===== src/core/mtc_pkg.sv =====
// Purpose: constants shared by the multimode timer channel
// Assumes: AHB-Lite register access, 32-bit data, one word per register
// Notes: offsets are byte addresses
package mtc_pkg;
  localparam int CNT_W = 16;
  localparam logic [15:0] CNT_MAX = 16'hFFFF;
  localparam logic [15:0] CNT_RST = 16'h0000;
  // register byte offsets
  localparam logic [7:0] OFS_TIMER = 8'h00;
  localparam logic [7:0] OFS_CTRL = 8'h04;
  localparam logic [7:0] OFS_STAT = 8'h08;
  // control field positions
  localparam int CB_START = 0;
  localparam int CB_MODE = 1;
  localparam int CB_CLK_LO = 2;
  localparam int CB_GATE_EN = 4;
  localparam int CB_GATE_LVL = 5;
  localparam int CB_PULSE = 6;
  localparam int CB_EDGE = 7;
  localparam int CB_SRC = 8;
  localparam int CB_DIR_EXT = 9;
  localparam int CB_DIR_UP = 10;
  localparam int CB_FREE = 11;
  localparam int CTRL_W = 12;
  localparam logic [11:0] CTRL_RST = 12'h000;
  // status field positions
  localparam int SB_OUT = 0;
  localparam int SB_RUN = 1;
  localparam int SB_TWO_PH = 2;
  // prescaler tap widths: f8 and f32, and fc32 from the sub clock
  localparam int PRE_W = 5;
  localparam logic [4:0] PRE_RST = 5'h00;
  localparam logic [4:0] DIV8_MASK = 5'h07;
  localparam logic [4:0] DIV32_MASK = 5'h1F;
  // count source codes
  typedef enum logic [1:0] {
    MTC_SRC_F1 = 2'h0,
    MTC_SRC_F8 = 2'h1,
    MTC_SRC_F32 = 2'h2,
    MTC_SRC_FC32 = 2'h3
  } mtc_clk_t;
endpackage : mtc_pkg


===== src/core/mtc_timer.sv =====
// Purpose: one 16-bit timer channel with timer and event counter modes
// Assumes: 100 MHz hclk, AHB-Lite slave, zero wait states
// Notes: two-phase counting is not built in this block
// What this block does
// - timer mode counts f1, f8, f32 or fc32 chosen by software.
// - timer mode counts down and reloads from reload on underflow.
// - down counting from n divides the source by n plus one.
// - up counting from n divides events by FFFF minus n plus one.
// - counting only while the start flag is 1, halted at 0.
// - timer mode raises an interrupt request on every underflow.
// - with gate on, input pin level allows or suspends timer counting.
// - timer mode pulse output toggles the output pin on each underflow.
// - writing while stopped loads both reload register and counter.
// - writing while counting loads reload only; counter takes it at reload.
// - reading the timer register returns the current counter.
// - event mode counts chosen input pin edges or neighbour overflows.
// - event direction comes from software or the output pin as input.
// - event mode reloads on overflow or underflow unless free-run.
// - event mode raises an interrupt request on overflow or underflow.
// - free-run keeps counting from the wrapped value without reload.
// - event mode pulse output toggles the output pin on each wrap.
// - output pin is port, pulse output or direction input in event mode.
// - every channel counts single-phase only; status flags two-phase for CHANNEL 2 and up.
//
// Design decisions made here: the register offsets and the AHB-Lite slave port.
`timescale 1ns/1ps
module mtc_timer #(
  parameter int CHANNEL = 0
) (
  // clock and reset
  input wire logic hclk,
  input wire logic hresetn,
  // ahb-lite slave
  input wire logic hsel,
  input wire logic [31:0] haddr,
  input wire logic [1:0] htrans,
  input wire logic hwrite,
  input wire logic [2:0] hsize,
  input wire logic [31:0] hwdata,
  input wire logic hready,
  output logic [31:0] hrdata,
  output logic hreadyout,
  output logic hresp,
  // pins and neighbour
  input wire logic timer_input_pin,
  input wire logic timer_output_pin_i,
  output logic timer_output_pin_o,
  output logic timer_output_pin_oe,
  input wire logic sub_clk_pin,
  input wire logic neighbour_timer_channel_ovf,
  // events
  output logic irq_req,
  output logic wrap_pulse
);
  import mtc_pkg::*;

  function automatic logic sync_filt(input logic s2, input logic s3, input logic q);
    sync_filt = (s2 == s3) ? s3 : q;
  endfunction : sync_filt

  // bus address phase capture
  logic wr_pend_reg;
  logic [7:0] wr_addr_reg;
  logic [31:0] rdata_reg;
  wire addr_ok = hsel && htrans[1] && hready;
  wire [7:0] a_ofs = haddr[7:0];

  // control and counter state
  logic [CTRL_W-1:0] ctrl_reg;
  logic [CNT_W-1:0] cnt_reg;
  logic [CNT_W-1:0] cnt_next;
  logic [CNT_W-1:0] rld_reg;
  logic out_reg;
  logic irq_reg;

  wire start = ctrl_reg[CB_START];
  wire evt_mode = ctrl_reg[CB_MODE];
  wire [1:0] clk_sel = ctrl_reg[CB_CLK_LO+1:CB_CLK_LO];
  wire gate_en = ctrl_reg[CB_GATE_EN];
  wire gate_lvl = ctrl_reg[CB_GATE_LVL];
  wire pulse_en = ctrl_reg[CB_PULSE];
  wire edge_rise = ctrl_reg[CB_EDGE];
  wire src_nb = ctrl_reg[CB_SRC];
  wire dir_ext = ctrl_reg[CB_DIR_EXT];
  wire dir_sw_up = ctrl_reg[CB_DIR_UP];
  wire free_run = ctrl_reg[CB_FREE];

  // pin synchronisers
  logic [2:0] in_sync_reg;
  logic [2:0] dir_sync_reg;
  logic [2:0] sub_sync_reg;
  logic in_filt_reg;
  logic in_prev_reg;
  logic dir_filt_reg;
  logic sub_filt_reg;
  logic sub_prev_reg;

  always_ff @(posedge hclk or negedge hresetn) begin
    if (!hresetn) begin
      in_sync_reg <= 3'h0;
      dir_sync_reg <= 3'h0;
      sub_sync_reg <= 3'h0;
      in_filt_reg <= 1'b0;
      in_prev_reg <= 1'b0;
      dir_filt_reg <= 1'b0;
      sub_filt_reg <= 1'b0;
      sub_prev_reg <= 1'b0;
    end else begin
      in_sync_reg <= {in_sync_reg[1:0], timer_input_pin};
      dir_sync_reg <= {dir_sync_reg[1:0], timer_output_pin_i};
      sub_sync_reg <= {sub_sync_reg[1:0], sub_clk_pin};
      in_filt_reg <= sync_filt(in_sync_reg[1], in_sync_reg[2], in_filt_reg);
      in_prev_reg <= in_filt_reg;
      dir_filt_reg <= sync_filt(dir_sync_reg[1], dir_sync_reg[2], dir_filt_reg);
      sub_filt_reg <= sync_filt(sub_sync_reg[1], sub_sync_reg[2], sub_filt_reg);
      sub_prev_reg <= sub_filt_reg;
    end
  end

  // prescaler taps
  logic [PRE_W-1:0] pre_reg;
  logic [PRE_W-1:0] pre_sub_reg;
  wire sub_rise = sub_filt_reg && !sub_prev_reg;
  wire tap_f8 = (pre_reg & DIV8_MASK) == DIV8_MASK;
  wire tap_f32 = (pre_reg & DIV32_MASK) == DIV32_MASK;
  wire tap_fc32 = sub_rise && (pre_sub_reg == DIV32_MASK);

  always_ff @(posedge hclk or negedge hresetn) begin
    if (!hresetn) begin
      pre_reg <= PRE_RST;
      pre_sub_reg <= PRE_RST;
    end else begin
      pre_reg <= pre_reg + 5'h01;
      if (sub_rise) begin
        pre_sub_reg <= pre_sub_reg + 5'h01;
      end
    end
  end

  // count source selection
  logic tap_sel;
  always_comb begin
    case (mtc_clk_t'(clk_sel))
      MTC_SRC_F1: tap_sel = 1'b1;
      MTC_SRC_F8: tap_sel = tap_f8;
      MTC_SRC_F32: tap_sel = tap_f32;
      MTC_SRC_FC32: tap_sel = tap_fc32;
      default: tap_sel = 1'b0;
    endcase
  end

  wire gate_ok = !gate_en || (in_filt_reg == gate_lvl);
  wire pin_edge = edge_rise ? (in_filt_reg && !in_prev_reg)
                            : (!in_filt_reg && in_prev_reg);
  wire evt_src = src_nb ? neighbour_timer_channel_ovf : pin_edge;
  wire count_up = evt_mode && (dir_ext ? dir_filt_reg : dir_sw_up);
  wire tick = start && (evt_mode ? evt_src : (tap_sel && gate_ok));
  wire at_max = cnt_reg == CNT_MAX;
  wire at_zero = cnt_reg == CNT_RST;
  wire wrap = tick && (count_up ? at_max : at_zero);
  wire reload_now = wrap && !(evt_mode && free_run);

  // bus write decode
  wire wr_timer = wr_pend_reg && (wr_addr_reg == OFS_TIMER);
  wire wr_ctrl = wr_pend_reg && (wr_addr_reg == OFS_CTRL);
  wire [CNT_W-1:0] wr_val = hwdata[CNT_W-1:0];

  always_comb begin
    cnt_next = cnt_reg;
    if (tick) begin
      if (reload_now) begin
        cnt_next = rld_reg;
      end else if (count_up) begin
        cnt_next = cnt_reg + 16'h0001;
      end else begin
        cnt_next = cnt_reg - 16'h0001;
      end
    end
    if (wr_timer && !start) begin
      cnt_next = wr_val;
    end
  end

  always_ff @(posedge hclk or negedge hresetn) begin
    if (!hresetn) begin
      cnt_reg <= CNT_RST;
      rld_reg <= CNT_RST;
      ctrl_reg <= CTRL_RST;
      out_reg <= 1'b0;
      irq_reg <= 1'b0;
    end else begin
      cnt_reg <= cnt_next;
      if (wr_timer) begin
        rld_reg <= wr_val;
      end
      if (wr_ctrl) begin
        ctrl_reg <= hwdata[CTRL_W-1:0];
      end
      if (wrap && pulse_en) begin
        out_reg <= !out_reg;
      end
      irq_reg <= wrap;
    end
  end

  // bus read data, registered into the data phase
  logic [31:0] rd_mux;
  always_comb begin
    case (a_ofs)
      OFS_TIMER: rd_mux = {16'h0000, cnt_reg};
      OFS_CTRL: rd_mux = {20'h0_0000, ctrl_reg};
      OFS_STAT: rd_mux = {29'h0000_0000, (CHANNEL >= 2), start, out_reg};
      default: rd_mux = 32'h0000_0000;
    endcase
  end

  always_ff @(posedge hclk or negedge hresetn) begin
    if (!hresetn) begin
      wr_pend_reg <= 1'b0;
      wr_addr_reg <= 8'h00;
      rdata_reg <= 32'h0000_0000;
    end else begin
      wr_pend_reg <= addr_ok && hwrite;
      if (addr_ok) begin
        wr_addr_reg <= a_ofs;
      end
      if (addr_ok && !hwrite) begin
        rdata_reg <= rd_mux;
      end
    end
  end

  assign hrdata = rdata_reg;
  assign hreadyout = 1'b1;
  assign hresp = 1'b0;
  assign irq_req = irq_reg;
  assign wrap_pulse = irq_reg;
  assign timer_output_pin_o = out_reg;
  // drive only as pulse output; direction input or port otherwise
  assign timer_output_pin_oe = pulse_en && !(evt_mode && dir_ext);

  // helper counters for tap spacing
  logic [PRE_W-1:0] f8_gap_reg;
  logic [PRE_W-1:0] f32_gap_reg;
  always_ff @(posedge hclk or negedge hresetn) begin
    if (!hresetn) begin
      f8_gap_reg <= PRE_RST;
      f32_gap_reg <= PRE_RST;
    end else begin
      f8_gap_reg <= tap_f8 ? PRE_RST : f8_gap_reg + 5'h01;
      f32_gap_reg <= tap_f32 ? PRE_RST : f32_gap_reg + 5'h01;
    end
  end
endmodule : mtc_timer


===== config.mk =====
export PLATFORM = sky130hd
export DESIGN_NAME = mtc_timer
export DESIGN_NICKNAME = d
export VERILOG_FILES = /design/src/core/mtc_pkg.sv /design/src/core/mtc_timer.sv
export SDC_FILE = /design/constraint.sdc
export NUM_CORES = 1
export LEC_CHECK = 0
export ABC_AREA = 1
export BUFFER_PORTS_ARGS = -buffer_cell sky130_fd_sc_hd__buf_2
export CAP_MARGIN = 20
export CORE_ASPECT_RATIO = 1.1
export CORE_MARGIN = 2
export CORE_UTILIZATION = 30
export DETAILED_ROUTE_END_ITERATION = 16
export PLACE_DENSITY = 0.45
export SETUP_SLACK_MARGIN = 0.15
export SLEW_MARGIN = 15
export SYNTH_ARGS = -nofsm -noshare
export SYNTH_HDL_FRONTEND = slang
export SYNTH_SLANG_ARGS = --single-unit

===== constraint.sdc =====
create_clock -name hclk -period 2.8 [get_ports hclk]
set_input_delay 0.56 -clock hclk [delete_from_list [all_inputs] [get_ports hclk]]
set_output_delay 0.56 -clock hclk [all_outputs]
set_load 0.01 [all_outputs]

# Word level (Yosys, flattened, before mapping)
# Cells that the tools add are included.
word_totals:
  out_inout_bits: 38
  regBits: 111
  input_bits: 78
  word_cells: 82
op_classes:
  eq_ne: 14
  n_reduce_logical: 35
  n_mux: 11
  addsub: 4
ops:
  columns: ["cell", "n"]
  rows:
  - ["16-bit 2-to-1 mux", 4]
  - ["16-bit one-hot mux with 3 select lines", 1]
  - ["1-bit logical AND", 20]
  - ["16-bit by 1-bit adder with 16-bit output, second input constant", 1]
  - ["16-bit == test, second input constant", 1]
  - ["8-bit by 3-bit == test with 1-bit output, second input constant", 2]
  - ["16-bit logical NOT", 1]
  - ["8-bit logical NOT", 2]
  - ["16-bit by 1-bit subtractor with 16-bit output, second input constant", 1]
  - ["5-bit by 1-bit adder with 5-bit output, second input constant", 2]
  - ["5-bit == test, second input constant", 2]
  - ["1-bit logical NOT", 9]
  - ["8-bit by 4-bit == test with 1-bit output, second input constant", 1]
  - ["1-bit 2-to-1 mux", 5]
  - ["1-bit == test", 4]
  - ["2-bit == test, second input constant", 2]
  - ["1-bit one-hot mux with 4 select lines", 1]
  - ["3-bit == test, second input constant", 1]
  - ["2-bit by 1-bit == test with 1-bit output, second input constant", 1]
  - ["2-bit logical NOT", 1]
  - ["2-bit nonzero test", 1]
  - ["1-bit logical OR", 1]

# Depth between registers and ports, before layout
depth:
  ltp_word: 12
  mapped_depth: 17
  mapped_depth_nobuf: 17

# Worst setup path before layout
# No wires, ideal clock.
synth_timing:
  path_kind: "register to register"
  start: "register ctrl_reg[9]"
  end: "register cnt_reg[13]"
  path_stages_with_launch: 14
  period_less_slack_ps: 2104
  n_path_buf: 0
  required_time_ps: 2684
  setup_time_ps: 116
  arrival_ps: 1988
  slack_ps: 696
  path_cell_list: "dfrtp_1 o21ai_1 nand2_2 ha_1 nand2_1 inv_1 a21oi_1 nor2_1 nor2_1 nand3_1 nand2_1 nand2_1 nand2_1 nand2_1"
synth_via:
  elab_chain_cells: 8
  word_cells_on_any_way: 9
  classes_between: "6 x mux; 3 x reduce/logical"
synth_rtl:
  columns: ["item", "line", "text"]
  rows:
  - ["start: declaration", "mtc_timer.sv:69", "logic [CTRL_W-1:0] ctrl_reg;"]
  - ["start signal: assignment", "mtc_timer.sv:197", "ctrl_reg <= hwdata[CTRL_W-1:0];"]
  - ["1-bit 2-to-1 mux *", "mtc_timer.sv:156", "wire count_up = evt_mode && (dir_ext ? dir_filt_reg : dir_sw_up);"]
  - ["1-bit logical AND *", "mtc_timer.sv:156", null]
  - ["1-bit 2-to-1 mux", "mtc_timer.sv:160", "wire wrap = tick && (count_up ? at_max : at_zero);"]
  - ["1-bit logical AND", "mtc_timer.sv:160", null]
  - ["1-bit logical AND", "mtc_timer.sv:161", "wire reload_now = wrap && !(evt_mode && free_run);"]
  - ["16-bit 2-to-1 mux *", "mtc_timer.sv:171", "if (reload_now) begin"]
  - ["16-bit 2-to-1 mux *", "mtc_timer.sv:170", "if (tick) begin"]
  - ["16-bit 2-to-1 mux *", "mtc_timer.sv:179", "if (wr_timer && !start) begin"]
  - ["end signal: assignment", "mtc_timer.sv:192", "cnt_reg <= cnt_next;"]
  - ["end: declaration", "mtc_timer.sv:70", "logic [CNT_W-1:0] cnt_reg;"]
# Every way passes the cells marked *; elsewhere a longest branch is shown, timed or not. The select of a mux whose other input is x is not followed.
# A chain may end at the register's enable or synchronous reset.

# Worst setup path in the final report
layout_timing:
  start: "register ctrl_reg[9]"
  end: "register cnt_reg[10]"
# Same word-level chain as after synthesis.

==> flow_summary.toml <==
[logic_synthesis]
syn_area_per_cell_um2 = 7.547
synthFlopType = "dfrtp_1"
synth_cell_type_count = 36
ys_seq_area_share_pct = 43.93
synth_most_common_cell = "nand2_1"
yosys.area.top_type_share_pct = 43.93
ys_warn_count = 0
synth-seq-cells = 95
netlist_area_um2 = 5411
async_reset_ff_share_pct = 100.0
synth_top_cell_by_area = "dfrtp_1"
synth_common_cells = "232 x nand2_1, 100 x inv_1, 95 x dfrtp_1"
synth_area_leaders = "dfrtp_1 44%, nand2_1 16%, inv_1 6.9%, ha_1 4.4%, o21ai_0 4.3%"
synth_cells = 717
synth_edf_count = 0

[setup_path]
crit_slowest_cell = "dfrtp_1"
ff2ff_path_depth = 12
start_kind = "flip-flop"
r2r-end = "cnt_reg[10]"
crit_arrival_ps = 2630
endpoint_kind = "flip-flop"
path_depth = 12
cp-startpoint = "ctrl_reg[9]"
slowest_delay_ps = 430
crit_family = "simple AND/OR/NAND/NOR gates"
critPathKind = "flip-flop to flip-flop"
path_buf_inv = 1
cp_common_cell = "nand2_1"
cp_data_required_time_ps = 3050
endpoint = "cnt_reg[10]"
r2r_setup_slack_ps = 410
crit_fanout = 18
cp_cell_sequence = "o21ai_2 > nand2_4 > ha_1 > nand2_1 > inv_1 > nand2_1 > nand3_1 > a21oi_1 > xor2_1 > nand2_1 > nand2_1 > nand2_1"
r2r_start = "ctrl_reg[9]"

[finish]
multi_input_area_um2 = 2449
fin_cells = 1013
nets = 868
seq_area_um2 = 2377
antenna_cells = 0
synthToLayoutAreaGrowth_pct = 13.71
n_fill_cell = 1916
drive_above_1_share_pct = 13.16

[placed_design]
globalplace.congestion = 0.8497
dp_cells = 997
post-dp-hpwl_mm = 11.00
portBuffers = 53

[hold_path]
hold_class = "primary input to asynchronous set/reset pin"

[routing]
wl_per_cell_um = 14.52
drt_iter0_drc = 239
drt_drc_violations_left = 0
vias = 4586
wl_mm = 14.71
ant_nets = 0
dr.pass1.iters = 5
routed_via_density = 4.527

[global_route]
grt-ovfl-total = 0
grt_pass1_vias = 4481
grt_pass1_wl_mm = 24.08
grt_start_max_net_pins = 44
grt.total_usage_pct = 16.27
antenna_found_initial = 0

[floorplanning]
core_um2 = 17680
die_h_um = 144.9
initial_core_util_pct = 30.62
rows = 51
dieWidth_um = 132.1
die-area_um2 = 19130
io_pins = 116

[clock_network]
cts_root_buf = "clkbuf_16"
insertion_delay_ps = 350
ctsLongestPathBuffers = 2
cts_made_buffers = 9
clkTransAtPathRegs_ps = 70
cts_sinks = 95
h-tree-depth = 3
cts_tree = "done"

[timing]
slew_viol_final = 0
clock_skew_ps = 6.628
slew_headroom_pct = 53.52
tightestPinTransition_ps = 695.5
hold_viol_final = 0
worst_hold_slack_ps = 199.3
post-route-period-util_pct = 85.26
setup_violations = 0
rsz0062_at_grt = "false"
fmax_mhz = 418.9
fin_crit_ps = 2387
tns_ps = 0

[outcome]
outcome = "finished clean"

[power_and_ir_drop]
p_per_area_nw_per_um2 = 897.5
total_power_w = 0.005523
leakage_nw = 3.415
vdd_drop_max_uv = 352.7

[job]
max_cap_violations = 0
==> final cells by class <==
type / count / area share (%)
inverters: 113 / 6.893
repair buffers: 61 / 5.531
multi-input cells: 490 / 39.79
flip-flops and latches: 95 / 38.63
well taps: 238 / 4.839
clock buffers: 11 / 3.782
clock inverters: 5 / 0.5287
==> metrics by stage <==
step	setup WS, ps	instance area, µm²	utilization (%)
after floorplan	695.7	5472	-
after global placement	223.9	5879	33.26
after detailed placement	223.7	5879	33.26
after CTS	206.5	6145	34.76
after global routing	223.3	6153	34.81
final	412.6	6153	34.81
==> kinds of logic (layout without fill, tap and decap cells) <==
family,count (synthesis),in the layout,share of synthesized area [%]
adder cells (fa/ha/maj),23,23,5.318
XOR/XNOR,14,14,2.266
other,2,18,0.1388
AND/OR/NAND/NOR,329,329,25.25
AO/OA/AOI/OAI,106,106,11.01
buffers and inverters,148,190,12.09
flip-flops,95,95,43.93
==> worst min path at each step <==
stage,cells after the start,end,start,slack [ps]
3_5_place_dp,0,in_sync_reg[1],in_sync_reg[0],330
6_report,1,in_sync_reg[1],hresetn,200
4_1_cts,1,in_sync_reg[1],hresetn,220
3_3_place_gp,0,dir_sync_reg[1],dir_sync_reg[0],330
2_1_floorplan,0,cnt_reg[0],hresetn,260
5_1_grt,1,in_sync_reg[1],hresetn,240
==> timing repair <==
action	CTS	global route
buffers inserted	0	0
gates resized for setup	0	2
hold endpoints to repair	0	0
hold buffers	0	0
endpoints found under the setup margin	0	7
==> where the power goes <==
part           leakage [nW]  switching (W)  internal [W]
Combinational          2.17        0.00151      0.000870
Sequential             1.11       0.000337       0.00167
Clock                 0.134       0.000536      0.000603
Total                  3.41        0.00238       0.00314
==> placed cells by master (no fill, tap or decap), types with 3 or more instances in the layout <==
cell type  instances
ha_1              19
dfrtp_1           95
nand2_4            4
a21oi_1           15
xnor2_1            9
nor3_1             5
inv_2             12
a31oi_1           15
nand4_1            3
nand2_1          232
nand3_1           28
nand2_2            3
inv_1            100
clkbuf_16          9
xor2_1             5
buf_4              8
o21ai_0           47
o22ai_1           23
maj3_1             3
clkinv_2           3
buf_2             52
nor2_1            44
conb_1            18
==> routing by layer <==
metal	GRT usage [%]	part of all wire, %
met1	22.23	49
met2	25.71	45
met3	2.786	3.7
met4	6.636	2.1
met5	0	0
(Power assumes the default switching activity.)
